$ cat src/hdl/tsmc_pkg.sv
package tsmc_pkg;

  // Slave mode field codes.
  typedef enum logic [2:0] {
    TSMC_SM_OFF     = 3'h0,
    TSMC_SM_ENC1    = 3'h1,
    TSMC_SM_ENC2    = 3'h2,
    TSMC_SM_ENC3    = 3'h3,
    TSMC_SM_RESET   = 3'h4,
    TSMC_SM_GATED   = 3'h5,
    TSMC_SM_TRIGGER = 3'h6,
    TSMC_SM_EXTCLK1 = 3'h7
  } tsmc_mode_t;

  // Trigger source field codes.
  localparam logic [2:0] TSMC_TS_INTERNAL_TRIGGER_ZERO = 3'h0;
  localparam logic [2:0] TSMC_TS_ITR1 = 3'h1;
  localparam logic [2:0] TSMC_TS_ITR2 = 3'h2;
  localparam logic [2:0] TSMC_TS_ITR3 = 3'h3;
  localparam logic [2:0] TSMC_TS_CH1ED = 3'h4;
  localparam logic [2:0] TSMC_TS_FILT1 = 3'h5;
  localparam logic [2:0] TSMC_TS_FILT2 = 3'h6;
  localparam logic [2:0] TSMC_TS_FILTERED_EXTERNAL_TRIGGER = 3'h7;

  // Values after reset.
  localparam logic TSMC_RST_LEVEL = 1'b0;

endpackage

$ cat src/hdl/tsmc_edge_detect.sv
`timescale 1ns/100ps
// Registers a level and reports its rising edge and any transition.
module tsmc_edge_detect
  import tsmc_pkg::*;
#(
  parameter logic IDLE_LEVEL = TSMC_RST_LEVEL
)
(
  input wire logic ref_clk,
  input wire logic rst_n,
  input wire logic level_in,
  output logic level_q,
  output logic rise,
  output logic toggle
);

  logic prev_q;

  always_ff @(posedge ref_clk or negedge rst_n)
  begin
    if (!rst_n)
    begin
      level_q <= IDLE_LEVEL;
      prev_q <= IDLE_LEVEL;
    end
    else
    begin
      level_q <= level_in;
      prev_q <= level_q;
    end
  end

  assign rise = level_q & ~prev_q;
  assign toggle = level_q ^ prev_q;

endmodule // tsmc_edge_detect

$ cat src/hdl/tsmc_slave_ctrl.sv
`timescale 1ns/100ps
// Operation
// - Gated mode: counter advances only while selected trigger is high.
// - Gated mode: trigger low halts counting and keeps the count.
// - Gated mode: level controls start and stop; resumes from held value.
// - Trigger mode: rising trigger edge starts counting, count not cleared.
// - Trigger mode: trigger only starts; only clearing the run bit or leaving the mode stops counting.
// - External clock mode 1: one count per rising trigger edge.
// - Channel-1 edge detector pulses once per any filtered input transition.
// - Slave mode off: prescaler clocked from internal clock when run bit set.
// - Source codes: INTERNAL_TRIGGER_ZERO-3, edge pulse, filtered inputs 1/2, external trigger.
// - Reset mode: rising trigger edge reinitialises counter and raises update.
module tsmc_slave_ctrl
  import tsmc_pkg::*;
(
  input wire logic ref_clk,
  input wire logic rst_n,
  input wire logic [2:0] slave_mode_field,
  input wire logic [2:0] trigger_source_field,
  input wire logic counter_run_bit,
  input wire logic internal_trigger_zero,
  input wire logic internal_trigger_one,
  input wire logic internal_trigger_two,
  input wire logic internal_trigger_three,
  input wire logic filtered_ch1_input,
  input wire logic filtered_ch2_input,
  input wire logic filtered_external_trigger,
  output logic count_tick,
  output logic counter_reinit,
  output logic update_event,
  output logic trigger_started,
  output logic selected_trigger_input
);

  ////////////////////////////////////////////////////////////////////////////////
  // Channel-1 edge detector and trigger selection.

  logic ch1_level_q;
  logic ch1_edge_pulse;

  tsmc_edge_detect u_ch1_edge (
    .ref_clk(ref_clk),
    .rst_n(rst_n),
    .level_in(filtered_ch1_input),
    .level_q(ch1_level_q),
    .rise(),
    .toggle(ch1_edge_pulse)
  );

  logic trig_mux;
  always_comb
  begin
    unique case (trigger_source_field)
      TSMC_TS_INTERNAL_TRIGGER_ZERO: trig_mux = internal_trigger_zero;
      TSMC_TS_ITR1: trig_mux = internal_trigger_one;
      TSMC_TS_ITR2: trig_mux = internal_trigger_two;
      TSMC_TS_ITR3: trig_mux = internal_trigger_three;
      TSMC_TS_CH1ED: trig_mux = ch1_edge_pulse;
      TSMC_TS_FILT1: trig_mux = ch1_level_q;
      TSMC_TS_FILT2: trig_mux = filtered_ch2_input;
      TSMC_TS_FILTERED_EXTERNAL_TRIGGER: trig_mux = filtered_external_trigger;
    endcase
  end

  // The selected trigger is registered and its edge found on ref_clk, so a
  // glitch during a source change costs at most one spurious edge.
  logic trig_level;
  logic trig_rise;

  tsmc_edge_detect u_trig_edge (
    .ref_clk(ref_clk),
    .rst_n(rst_n),
    .level_in(trig_mux),
    .level_q(trig_level),
    .rise(trig_rise),
    .toggle()
  );

  ////////////////////////////////////////////////////////////////////////////////
  // Mode decode.

  tsmc_mode_t mode;
  assign mode = tsmc_mode_t'(slave_mode_field);

  wire mode_off = (mode == TSMC_SM_OFF);
  wire mode_reset = (mode == TSMC_SM_RESET);
  wire mode_gated = (mode == TSMC_SM_GATED);
  wire mode_trig = (mode == TSMC_SM_TRIGGER);
  wire mode_ext1 = (mode == TSMC_SM_EXTCLK1);

  // Trigger mode latches its start; only leaving the mode or clearing the run
  // bit releases it.
  logic started_q;
  logic started_d;
  assign started_d = mode_trig & counter_run_bit & (started_q | trig_rise);

  // Encoder modes are outside this block and produce no tick here.
  wire tick_d = counter_run_bit & (
      (mode_off) |
      (mode_reset) |
      (mode_gated & trig_level) |
      (mode_trig & started_d) |
      (mode_ext1 & trig_rise));

  wire reinit_d = mode_reset & trig_rise;

  ////////////////////////////////////////////////////////////////////////////////
  // Output registers. The count itself lives outside; a missing tick holds it.

  always_ff @(posedge ref_clk or negedge rst_n)
  begin
    if (!rst_n)
    begin
      started_q <= TSMC_RST_LEVEL;
      count_tick <= TSMC_RST_LEVEL;
      counter_reinit <= TSMC_RST_LEVEL;
      update_event <= TSMC_RST_LEVEL;
      trigger_started <= TSMC_RST_LEVEL;
      selected_trigger_input <= TSMC_RST_LEVEL;
    end
    else
    begin
      started_q <= started_d;
      count_tick <= tick_d;
      counter_reinit <= reinit_d;
      update_event <= reinit_d;
      trigger_started <= started_d;
      selected_trigger_input <= trig_level;
    end
  end
endmodule // tsmc_slave_ctrl

$ cat config.mk
export PLATFORM = sky130hd
export DESIGN_NAME = tsmc_slave_ctrl
export DESIGN_NICKNAME = d
export VERILOG_FILES = /design/src/hdl/tsmc_pkg.sv /design/src/hdl/tsmc_edge_detect.sv /design/src/hdl/tsmc_slave_ctrl.sv
export SDC_FILE = /design/constraint.sdc
export NUM_CORES = 1
export LEC_CHECK = 0
export CAP_MARGIN = 5
export CORE_AREA = 2 2 39 41
export DETAILED_ROUTE_END_ITERATION = 8
export DIE_AREA = 0 0 41 43
export DONT_BUFFER_PORTS = 1
export GPL_TIMING_DRIVEN = 0
export PLACE_DENSITY = 0.47
export SETUP_SLACK_MARGIN = 0.2
export SYNTH_ARGS = -nofsm -noshare
export SYNTH_HDL_FRONTEND = slang
export SYNTH_HIERARCHICAL = 1
export SYNTH_SLANG_ARGS = --single-unit
$ cat constraint.sdc
create_clock -name ref_clk -period 3 [get_ports ref_clk]
set_input_delay 0.3 -clock ref_clk [delete_from_list [all_inputs] [get_ports ref_clk]]
set_output_delay 0.3 -clock ref_clk [all_outputs]
set_load 0.01 [all_outputs]
## After elaboration in Yosys (flattened, before gate mapping)

Cells that the tools add are included.

| word-level totals | value |
|---|---|
| bits in registers | 7 |
| bits of input ports | 16 |
| output and inout port bits | 5 |
| word-level logic and storage cells | 36 |

| cells by class | value |
|---|---|
| eq/ne operators | 11 |
| multiplexer cells | 1 |
| bitwise gates (word level) | 15 |
| reductions and logical operators | 2 |

Operators with widths:

| kind | count |
|---|---|
| == test 3 bit, second input constant | 8 |
| bitwise AND 1 bit | 8 |
| one-hot mux 1 bit (8 select lines) | 1 |
| == test 3 x 2 -> 1 bit, second input constant | 2 |
| logical NOT 3 bit | 2 |
| OR 1 bit | 5 |
| == test 3 x 1 -> 1 bit, second input constant | 1 |
| NOT 1 bit | 1 |
| bitwise XOR 1 bit | 1 |

## Depth between registers and ports, before layout

Gate-level depths: netlist of run 1.

| logic depth | value |
|---|---|
| depth after elaboration | 8 |
| mapped depth | 5 |
| depth with buffers taken out | 5 |

## Hierarchy

Netlist of run 1, hierarchy kept.

Modules (own cells, without submodules):

| module | times used | cells each | area an instance (um^2) | seq. area each (um^2) |
|---|---|---|---|---|
| tsmc_slave_ctrl | 1 | 16 | 226.5 | 100.1 |
| tsmc_edge_detect | 2 | 5 | 70.1 | 50.0 |

## Worst setup path before layout of run 1

OpenSTA, ideal clock, no wires.

| timing | value |
|---|---|
| path kind | register -> register |
| start point | register u_ch1_edge.level_q |
| end point | register u_trig_edge.level_q |
| setup time | 125 ps |
| arrival time | 1370 ps |
| required time | 2875 ps |
| slack | 1506 ps |
| stages on the path, launching flop included | 5 |
| buffers on the path | 0 |
| period minus slack after synthesis | 1494 ps |
| cell sequence | dfrtp_1 > ha_1 > inv_1 > mux4_1 > mux2_2 |

| between the ends | value |
|---|---|
| word-level cells in the longest chain between the ends | 2 |

Ends and longest elaborated chain:

| item | RTL line | source |
|---|---|---|
| start: declaration | tsmc_edge_detect.sv:12 | `output logic level_q,` |
| start signal: assignment | tsmc_edge_detect.sv:28 | `level_q <= level_in;` |
| bitwise XOR 1 bit | tsmc_edge_detect.sv:34 | `assign toggle = level_q ^ prev_q;` |
| named net ch1_edge_pulse | tsmc_slave_ctrl.sv:39 | `logic ch1_edge_pulse;` |
| one-hot mux 1 bit (8 select lines) | tsmc_slave_ctrl.sv:53 | `unique case (trigger_source_field)` |
| named net trig_mux | tsmc_slave_ctrl.sv:50 | `logic trig_mux;` |
| end signal: assignment | tsmc_edge_detect.sv:28 |  |
| end: declaration | tsmc_edge_detect.sv:12 |  |

The timed path passes the listed nets, and every way through them passes these cells.

## Worst setup path in the final report of run 1

Ends and elaborated chain as after synthesis.

==> reports/metrics.yaml, run 1 <==
clocking:
  cts_tree: "built"
  clock-sinks: 8
  cts.clk_slew.worst_paths_ps: 50
  clock-root-buffer: "clkbuf_4"
  cts_setup_buffers: 0
  clock_latency_ps: 250
  clock_tree.buffer_depth: 2
  cts_made_buffers: 3
  cts_htree_levels: 1
timing:
  fin_crit_ps: 1560
  timing.final.ws_setup_ps: 1440
  fin_skew_ps: 4.32
  setup_viol: 0
  slew_headroom: 0.769
  setup_tns_ps: 0
  finalHoldViolCount: 0
  max_freq_mhz: 642
  slew_viol_final: 0
  worstMarginPinSlew_ps: 345
  whs_ps: 80.8
  post-route-period-util: 0.519
  rsz0062_at_grt: "false"
pwr:
  ir_drop_uv: 229
  total_power_uw: 222
  p_per_area_nw_per_um2: 535
  power.static_leakage_uw: 0.000198
run_status:
  status: "finished clean"
grt:
  grt_max_degree: 9
  grt_pass1_wl_um: 959
  grt_overflow_total: 0
  grt_pass1_vias: 266
  grt.total_usage: 0.0853
  antenna_found_initial: 0
floorplan:
  fp-row-count: 14
  die_area_um2: 1760
  ios: 21
  initial_utilization: 0.262
  chipWidth_um: 41
  core_um2: 1380
  die_height_um: 43
worst_setup_path:
  timing.critical_path.to: "u_trig_edge/level_q$_DFF_PN0_"
  cp_data_required_time_ps: 3130
  rrSetupSlack_ps: 1440
  critPathArrivalTime_ps: 1690
  crit_start: "u_ch1_edge/level_q$_DFF_PN0_"
  cp-end-kind: "register"
  startpoint_type: "register"
  worstPathMaxFanout: 3
  reg2reg_to: "u_trig_edge/level_q$_DFF_PN0_"
  criticalPathCategory: "register to register"
  reg2regPathDepth: 4
  r2r_start: "u_ch1_edge/level_q$_DFF_PN0_"
routing:
  routed_wirelength_um: 587
  drt_first_pass_iters: 2
  avgViaCountPerCell: 5.16
  vias: 232
  drcViolationCount: 0
  drtIter0Drc: 1
  antenna_left: 0
  wl_per_cell_um: 13.0
cells_and_area:
  fillers: 143
  syn_to_final_growth_pct: 14.5
  finish.utilization: 0.300
  diodes: 0
  nets: 49
  drive_gt1_frac: 0.172
hold_path:
  min_from: "filtered_ch1_input"
  holdCritPathClass: "input pin to register"
synthesis:
  ys_warn_count: 6
  avgSynthCellArea_um2: 14.5
  syn_inst: 25
  netlist_area_um2: 363
  synth_nets: 43
place:
  io_buffers: 0
  hpwl_um: 477
  gp_congestion: 0.557
  pre_cts_slack_ps: 1440
job:
  cap_violations: 0
==> where the power goes <==
group / total [uW] / internal, uW / switching, uW / leakage, uW
logic: 20.2 / 12.5 / 7.77 / 0.0000853
clock network: 79.2 / 45.6 / 33.6 / 0.0000138
registers: 123 / 117 / 6.28 / 0.0000992
total: 222 / 175 / 47.6 / 0.000198
==> metal layers <==
metal | up-vias | track usage | wire length (um)
met5 | - | 0 | 0
met4 | 0 | 0.0400 | 0
met3 | 0 | 0.0733 | 76
met2 | 16 | 0.122 | 304
met1 | 117 | 0.0833 | 205
li1 | 99 | - | -
==> placed cells by master, fill, tap and decap left out <==
cell type      n
dfrtp_1        8
inv_1          3
nor4bb_1       1
nand4b_1       1
o211ai_1       1
ha_1           2
nand3b_1       1
nand4_1        1
dlygate4sd3_1  1
a21o_1         1
buf_4          1
clkbuf_4       3
mux2_2         1
nor2_1         2
mux4_1         2
==> timing repair <==
item	in CTS	in global routing
hold endpoints to repair	8	0
hold buffers	1	0
setup endpoints to repair	0	0
gates resized for setup	0	0
==> critical path, cell delays in order, from the launching register on <==
cell and delay [ps]:
dfrtp_1 390, ha_1 290, inv_1 30, mux4_1 460, mux2_2 270
==> metrics by stage <==
| stage | area, um^2 | instances |
|---|---|---|
| floorplan | 363 | 25 |
| global placement | 383 | 41 |
| detailed placement | 383 | 41 |
| CTS | 415 | 45 |
| global route | 415 | 45 |
| finish | 415 | 45 |
==> sequential cells by signal, indices dropped and copies added, names as in the netlist <==
signal	cells
u_trig_edge/prev_q	1
started_q	1
selected_trigger_input	1
u_ch1_edge/prev_q	1
update_event	1
u_trig_edge/level_q	1
count_tick	1
u_ch1_edge/level_q	1
==> cell type report <==
cell class	instances	area (um^2)	share of cell area
buffer	1	7.51	0.0181
timing repair buffer	1	10.0	0.0241
clock buffer	3	22.5	0.0542
multi-input combinational	13	144	0.346
sequential	8	200	0.482
tap	16	20.0	0.0482
inverter	3	11.3	0.0271
==> worst min-delay path by stage <==
stage | to | slack (ps) | depth (start not counted)
final | u_ch1_edge/level_q$_DFF_PN0_ | 80 | 0
after global routing | u_ch1_edge/level_q$_DFF_PN0_ | 60 | 0
after CTS | u_ch1_edge/level_q$_DFF_PN0_ | 70 | 0
after detailed placement | selected_trigger_input$_DFF_PN0_ | 5 | 0
after global placement | selected_trigger_input$_DFF_PN0_ | 5 | 0
after floorplan | count_tick$_DFF_PN0_ | 4 | 0
(Power assumes the default switching activity.)
==> inputs of run 2 (changes only) <==
ABC_AREA = 1   (was default)
PLACE_DENSITY = 0.5   (was 0.47)
clock period = 1.3 ns   (was 3 ns; I/O delays follow)
==> run 2 against run 1 <==
  * Synthesized cell count is 88% higher
  * Clock power up 120%
  * Cell count up 56%
  * Sequential cell count unchanged
  * Via count up 25%
  * Register-to-register slack worse by 1200 ps
  * Worst setup slack got worse by 1200 ps
  * Largest cell class unchanged
  * Design area grew 11%
  * Hold slack got worse by 49 ps
  * Combinational power rose to 2.8 times the previous value
  * Clock skew decreased by 3.3 ps
==> reports/metrics.yaml, run 2 <==
run_status:
  status: "finished clean"
synthesis:
  synth_nets: 65
  ys_warn_count: 6
  avgSynthCellArea_um2: 8.07
  syn_inst: 47
  netlist_area_um2: 379
clocking:
  clock_latency_ps: 240
  cts_made_buffers: 3
  cts_htree_levels: 1
  cts_tree: "built"
  clock-sinks: 8
  cts.clk_slew.worst_paths_ps: 50
  clock-root-buffer: "clkbuf_4"
  clock_tree.buffer_depth: 2
worst_setup_path:
  cp_data_required_time_ps: 1430
  reg2reg_to: "u_trig_edge/level_q$_DFF_PN0_"
  cp_cell_sequence: "ha_1 > inv_1 > nand2_1 > nand3_1 > nand3_1 > nand2_1"
  critPathSlowestCell: "dfrtp_1"
  crit_start: "u_ch1_edge/level_q$_DFF_PN0_"
  criticalPathCategory: "register to register"
  worstPathMaxFanout: 3
  timing.critical_path.to: "u_trig_edge/level_q$_DFF_PN0_"
  reg2regPathDepth: 6
  r2r_start: "u_ch1_edge/level_q$_DFF_PN0_"
  critPathMaxStageDelay_ps: 390
  rrSetupSlack_ps: 270
  startpoint_type: "register"
  critPathArrivalTime_ps: 1160
  cp-end-kind: "register"
pwr:
  p_per_area_nw_per_um2: 1100
  power.switching_uw: 110
  switching_share: 0.216
  ir_drop_uv: 552
  p_comb_frac: 0.110
  p_clk_frac: 0.341
  p_seq_frac: 0.549
  power.static_leakage_uw: 0.000259
  p_int_uw: 399
floorplan:
  core_um2: 1380
  ios: 21
  initial_utilization: 0.274
  fp-row-count: 14
  die_height_um: 43
  chipWidth_um: 41
  die_area_um2: 1760
cells_and_area:
  syn_to_final_growth_pct: 21.8
  multiInputGateArea_um2: 140
  nets: 74
  diodes: 0
  final_common_cell: "nand2_1"
  drive_gt1_frac: 0.130
  layout_common_cells: "nand2_1 (14), inv_1 (8), dfrtp_1 (8)"
  finish.utilization: 0.334
  final_cells: 70
  stdcell_area_um2: 462
  regArea_um2: 200
  fillers: 149
timing:
  post-route-period-util: 0.789
  max_freq_mhz: 975
  rsz0062_at_grt: "true"
  setup_tns_ps: 0
  fin_crit_ps: 1030
  slew_viol_final: 0
  finalHoldViolCount: 0
  slew_headroom: 0.773
  setup_viol: 0
  timing.final.ws_setup_ps: 275
  fin_skew_ps: 1.03
  worstMarginPinSlew_ps: 339
place:
  hpwl_um: 491
  io_buffers: 0
  dp_cells: 63
  dpl-instance-area_um2: 399
  pre_cts_slack_ps: 260
  gp_congestion: 0.626
grt:
  grt_max_degree: 9
  grt_pass1_vias: 287
  grt_pass1_wl_um: 938
  grt_overflow_total: 0
  antenna_found_initial: 0
  grt.total_usage: 0.0811
routing:
  drcViolationCount: 0
  drt_first_pass_iters: 4
  routed_wirelength_um: 574
  antenna_left: 0
  avgViaCountPerCell: 4.13
  vias: 289
  drtIter0Drc: 3
  wl_per_cell_um: 8.20
hold_path:
  holdCritPathClass: "input pin to register"
job:
  cap_violations: 0
-- run 2: cell count changes in the layout (fill, tap and decap cells not counted), sizes merged, moves of 2 or more --
cell | previous run | this run
nor2 | 2 | 4
inv | 3 | 9
mux4 | 2 | 0
dlygate4sd3 | 1 | 3
nand2 | 0 | 14
nand3 | 0 | 7
-- run 2: what timing repair did --
action                                  4_1_cts  5_1_grt
gates resized for setup                       0        1
hold buffers                                  3        0
setup buffers                                 0        1
endpoints found under the setup margin        0        2
hold endpoints to repair                     10        0
-- run 2: worst min path at each step --
| stage | start | to | slack, ps | cells past startpoint |
|---|---|---|---|---|
| 2_1_floorplan | rst_n | count_tick$_DFF_PN0_ | -170 | 0 |
| 3_3_place_gp | rst_n | selected_trigger_input$_DFF_PN0_ | -170 | 0 |
| 3_5_place_dp | rst_n | selected_trigger_input$_DFF_PN0_ | -170 | 0 |
| 4_1_cts | slave_mode_field[0] | update_event$_DFF_PN0_ | 30 | 3 |
| 5_1_grt | trigger_source_field[2] | u_trig_edge/level_q$_DFF_PN0_ | 20 | 2 |
| 6_report | trigger_source_field[2] | u_trig_edge/level_q$_DFF_PN0_ | 30 | 2 |
-- run 2: worst max-delay path: cells and delay by family (launching register included) --
family	cells	cell delay, ps
buffers and inverters	1	30
AND/OR/NAND/NOR	4	220
adder cells (fa/ha/maj)	1	270
flip-flops	1	390
-- run 2: per-layer routing --
metal | track usage | vias up | part of all wire
met5 | 0 | - | 0
met4 | 0 | 0 | 0
met3 | 0.0785 | 0 | 0.071
met2 | 0.131 | 7 | 0.49
met1 | 0.0764 | 126 | 0.43
li1 | - | 156 | -
-- run 2: power by group through the flow --
stage	Combinational, uW	Clock, uW	Sequential (uW)
detailed placement	42.5	0	284
global route	66.5	207	281
CTS	54.5	184	280
global placement	42.3	0	284
floorplan	37.0	0	281
finish	55.9	174	280
-- run 2: layout make-up --
| type | instances | area share |
|---|---|---|
| multi-input cells | 29 | 0.304 |
| well taps | 16 | 0.0434 |
| clock buffers | 3 | 0.0488 |
| flip-flops and latches | 8 | 0.434 |
| repair buffers | 4 | 0.0813 |
| inverters | 9 | 0.0732 |
| plain buffers | 1 | 0.0163 |
-- run 2: metrics by stage --
step / hold WS, ps / power, uW
3_5_place_dp: -165 / 327
5_1_grt: 23.5 / 555
6_report: 32.0 / 509
2_1_floorplan: -166 / 318
3_3_place_gp: -165 / 326
4_1_cts: 27.0 / 519
==> inputs of run 3 (changes only) <==
clock period = 0.9 ns   (was 1.3 ns; I/O delays follow)
==> run 3 against run 2 <==
  * The flow now finishes with violations (setup timing)
  * Sequential cell count unchanged
  * Die area is the same
  * Combinational power is 100% higher
  * Power increased by 55%
  * Non-clock buffer count rose by 3
  * Highest routed layer is now met4
  * Critical path depth unchanged
==> reports/metrics.yaml, run 3 (synthesis results as in run 2) <==
run_status:
  status: "finished, violations left"
  failed_checks: "setup timing"
routing:
  avgViaCountPerCell: 4.60
  drcViolationCount: 0
  antenna_left: 0
  wl_per_cell_um: 10.3
  drtIter0Drc: 5
  vias: 336
  drt_first_pass_iters: 4
  routed_wirelength_um: 753
worst_setup_path:
  reg2regPathDepth: 6
  cp_data_required_time_ps: 1040
  cp_top_family: "flip-flops"
  startpoint_type: "register"
  criticalPathCategory: "register to register"
  reg2reg_to: "u_trig_edge/level_q$_DFF_PN0_"
  r2r_start: "u_ch1_edge/level_q$_DFF_PN0_"
  worstPathMaxFanout: 2
  critPathArrivalTime_ps: 1150
  critPathMaxStageDelay_ps: 380
  cp-end-kind: "register"
  critPathSlowestCell: "dfrtp_1"
  timing.critical_path.to: "u_trig_edge/level_q$_DFF_PN0_"
  rrSetupSlack_ps: -110
  crit_start: "u_ch1_edge/level_q$_DFF_PN0_"
  crit_buf_inv: 1
  worstSetupPathDepth: 6
  cp_cell_sequence: "ha_1 > inv_1 > nand2_1 > nand3_1 > nand3_1 > nand2_1"
hold_path:
  holdCritPathClass: "input pin to register"
timing:
  fin_crit_ps: 1010
  setup_viol: 3
  worstMarginPinSlew_ps: 367
  slew_headroom: 0.755
  max_freq_mhz: 988
  timing.final.ws_setup_ps: -112
  slew_viol_final: 0
  setup_tns_ps: -247
  rsz0062_at_grt: "true"
  post-route-period-util: 1.12
  finalHoldViolCount: 0
  fin_skew_ps: 7.78
pwr:
  p_per_area_nw_per_um2: 1540
  power.static_leakage_uw: 0.000274
  ir_drop_uv: 527
cells_and_area:
  finish.utilization: 0.370
  drive_gt1_frac: 0.211
  regArea_um2: 200
  fillers: 149
  diodes: 0
  layout_common_cells: "nand2_1 (13), dfrtp_1 (8), inv_1 (7), nand3_1 (7), dlygate4sd3_1 (5)"
  syn_to_final_growth_pct: 35.0
  multiInputGateArea_um2: 159
  final_common_cell: "nand2_1"
  final_cells: 73
  nets: 77
place:
  hpwl_um: 499
  gp_congestion: 0.658
  io_buffers: 0
  dp_cells: 63
clocking:
  cts_made_buffers: 3
  clock_latency_ps: 250
  cts_tree: "built"
  cts.clk_slew.worst_paths_ps: 50
  cts_htree_levels: 1
  clock-sinks: 8
  clock-root-buffer: "clkbuf_4"
  clock_tree.buffer_depth: 2
grt:
  antenna_found_initial: 0
  use_met3: 0.0471
  grt.total_usage: 0.103
  grt_util_met1: 0.120
  grt_pass1_wl_mm: 1.20
  gr-usage-met2: 0.147
  grt_overflow_total: 0
  grt_busiest_layer: "met2"
  grt_pass1_vias: 330
  grt_max_degree: 9
floorplan:
  core_um2: 1380
  initial_utilization: 0.274
  fp-row-count: 14
  die_area_um2: 1760
  die_height_um: 43
  chipWidth_um: 41
  ios: 21
job:
  cap_violations: 0
==> run 3: per-stage QoR <==
step	cell area, um^2	setup slack [ps]	hold slack, ps	power, uW
after floorplan	382	-79.4	-206	461
after global placement	402	-138	-205	471
after detailed placement	402	-139	-205	473
after CTS	493	-125	4.88	780
after global routing	512	-184	14.8	821
final	512	-112	12.9	787
==> run 3: how the worst min path moves through the flow <==
stage / slack (ps) / start / depth (start not counted) / end
floorplan: -210 / rst_n / 0 / count_tick$_DFF_PN0_
global placement: -210 / rst_n / 0 / count_tick$_DFF_PN0_
detailed placement: -210 / rst_n / 0 / count_tick$_DFF_PN0_
CTS: 5 / slave_mode_field[1] / 3 / count_tick$_DFF_PN0_
global route: 10 / trigger_source_field[2] / 3 / u_trig_edge/level_q$_DFF_PN0_
finish: 10 / trigger_source_field[2] / 3 / u_trig_edge/level_q$_DFF_PN0_
==> run 3: cell type report <==
cell class | instances | area share
Sequential cell | 8 | 0.391
Multi-Input combinational cell | 29 | 0.311
Timing Repair Buffer | 7 | 0.127
Inverter | 9 | 0.0660
Clock buffer | 3 | 0.0440
Tap cell | 16 | 0.0391
Buffer | 1 | 0.0220
==> run 3: per-layer routing <==
| metal | vias to the layer above | part of all wire | wire (um) |
|---|---|---|---|
| met5 | - | 0 | 0 |
| met4 | 0 | 0.012 | 9 |
| met3 | 2 | 0.052 | 39 |
| met2 | 9 | 0.55 | 411 |
| met1 | 161 | 0.39 | 293 |
| li1 | 164 | - | - |
==> run 3: worst reg2reg max path, cell delays in order (launching register included) <==
cell and delay (ps):
dfrtp_1 380, ha_1 270, inv_1 30, nand2_1 40, nand3_1 70, nand3_1 70, nand2_1 40
==> run 3: repair_timing <==
action,CTS,global route
hold buffers,5,0
endpoints found under the hold margin,13,0
pin swaps,0,4
gates resized for setup,1,5
endpoints found under the setup margin,9,9
buffers inserted,2,0
gates cloned,0,0
==> run 3: report_power, final <==
group / leakage [uW] / internal, uW / switching (uW)
registers: 0.0000998 / 385 / 19.6
logic: 0.000160 / 57.7 / 55.0
clock network: 0.0000138 / 152 / 117
total: 0.000274 / 595 / 192
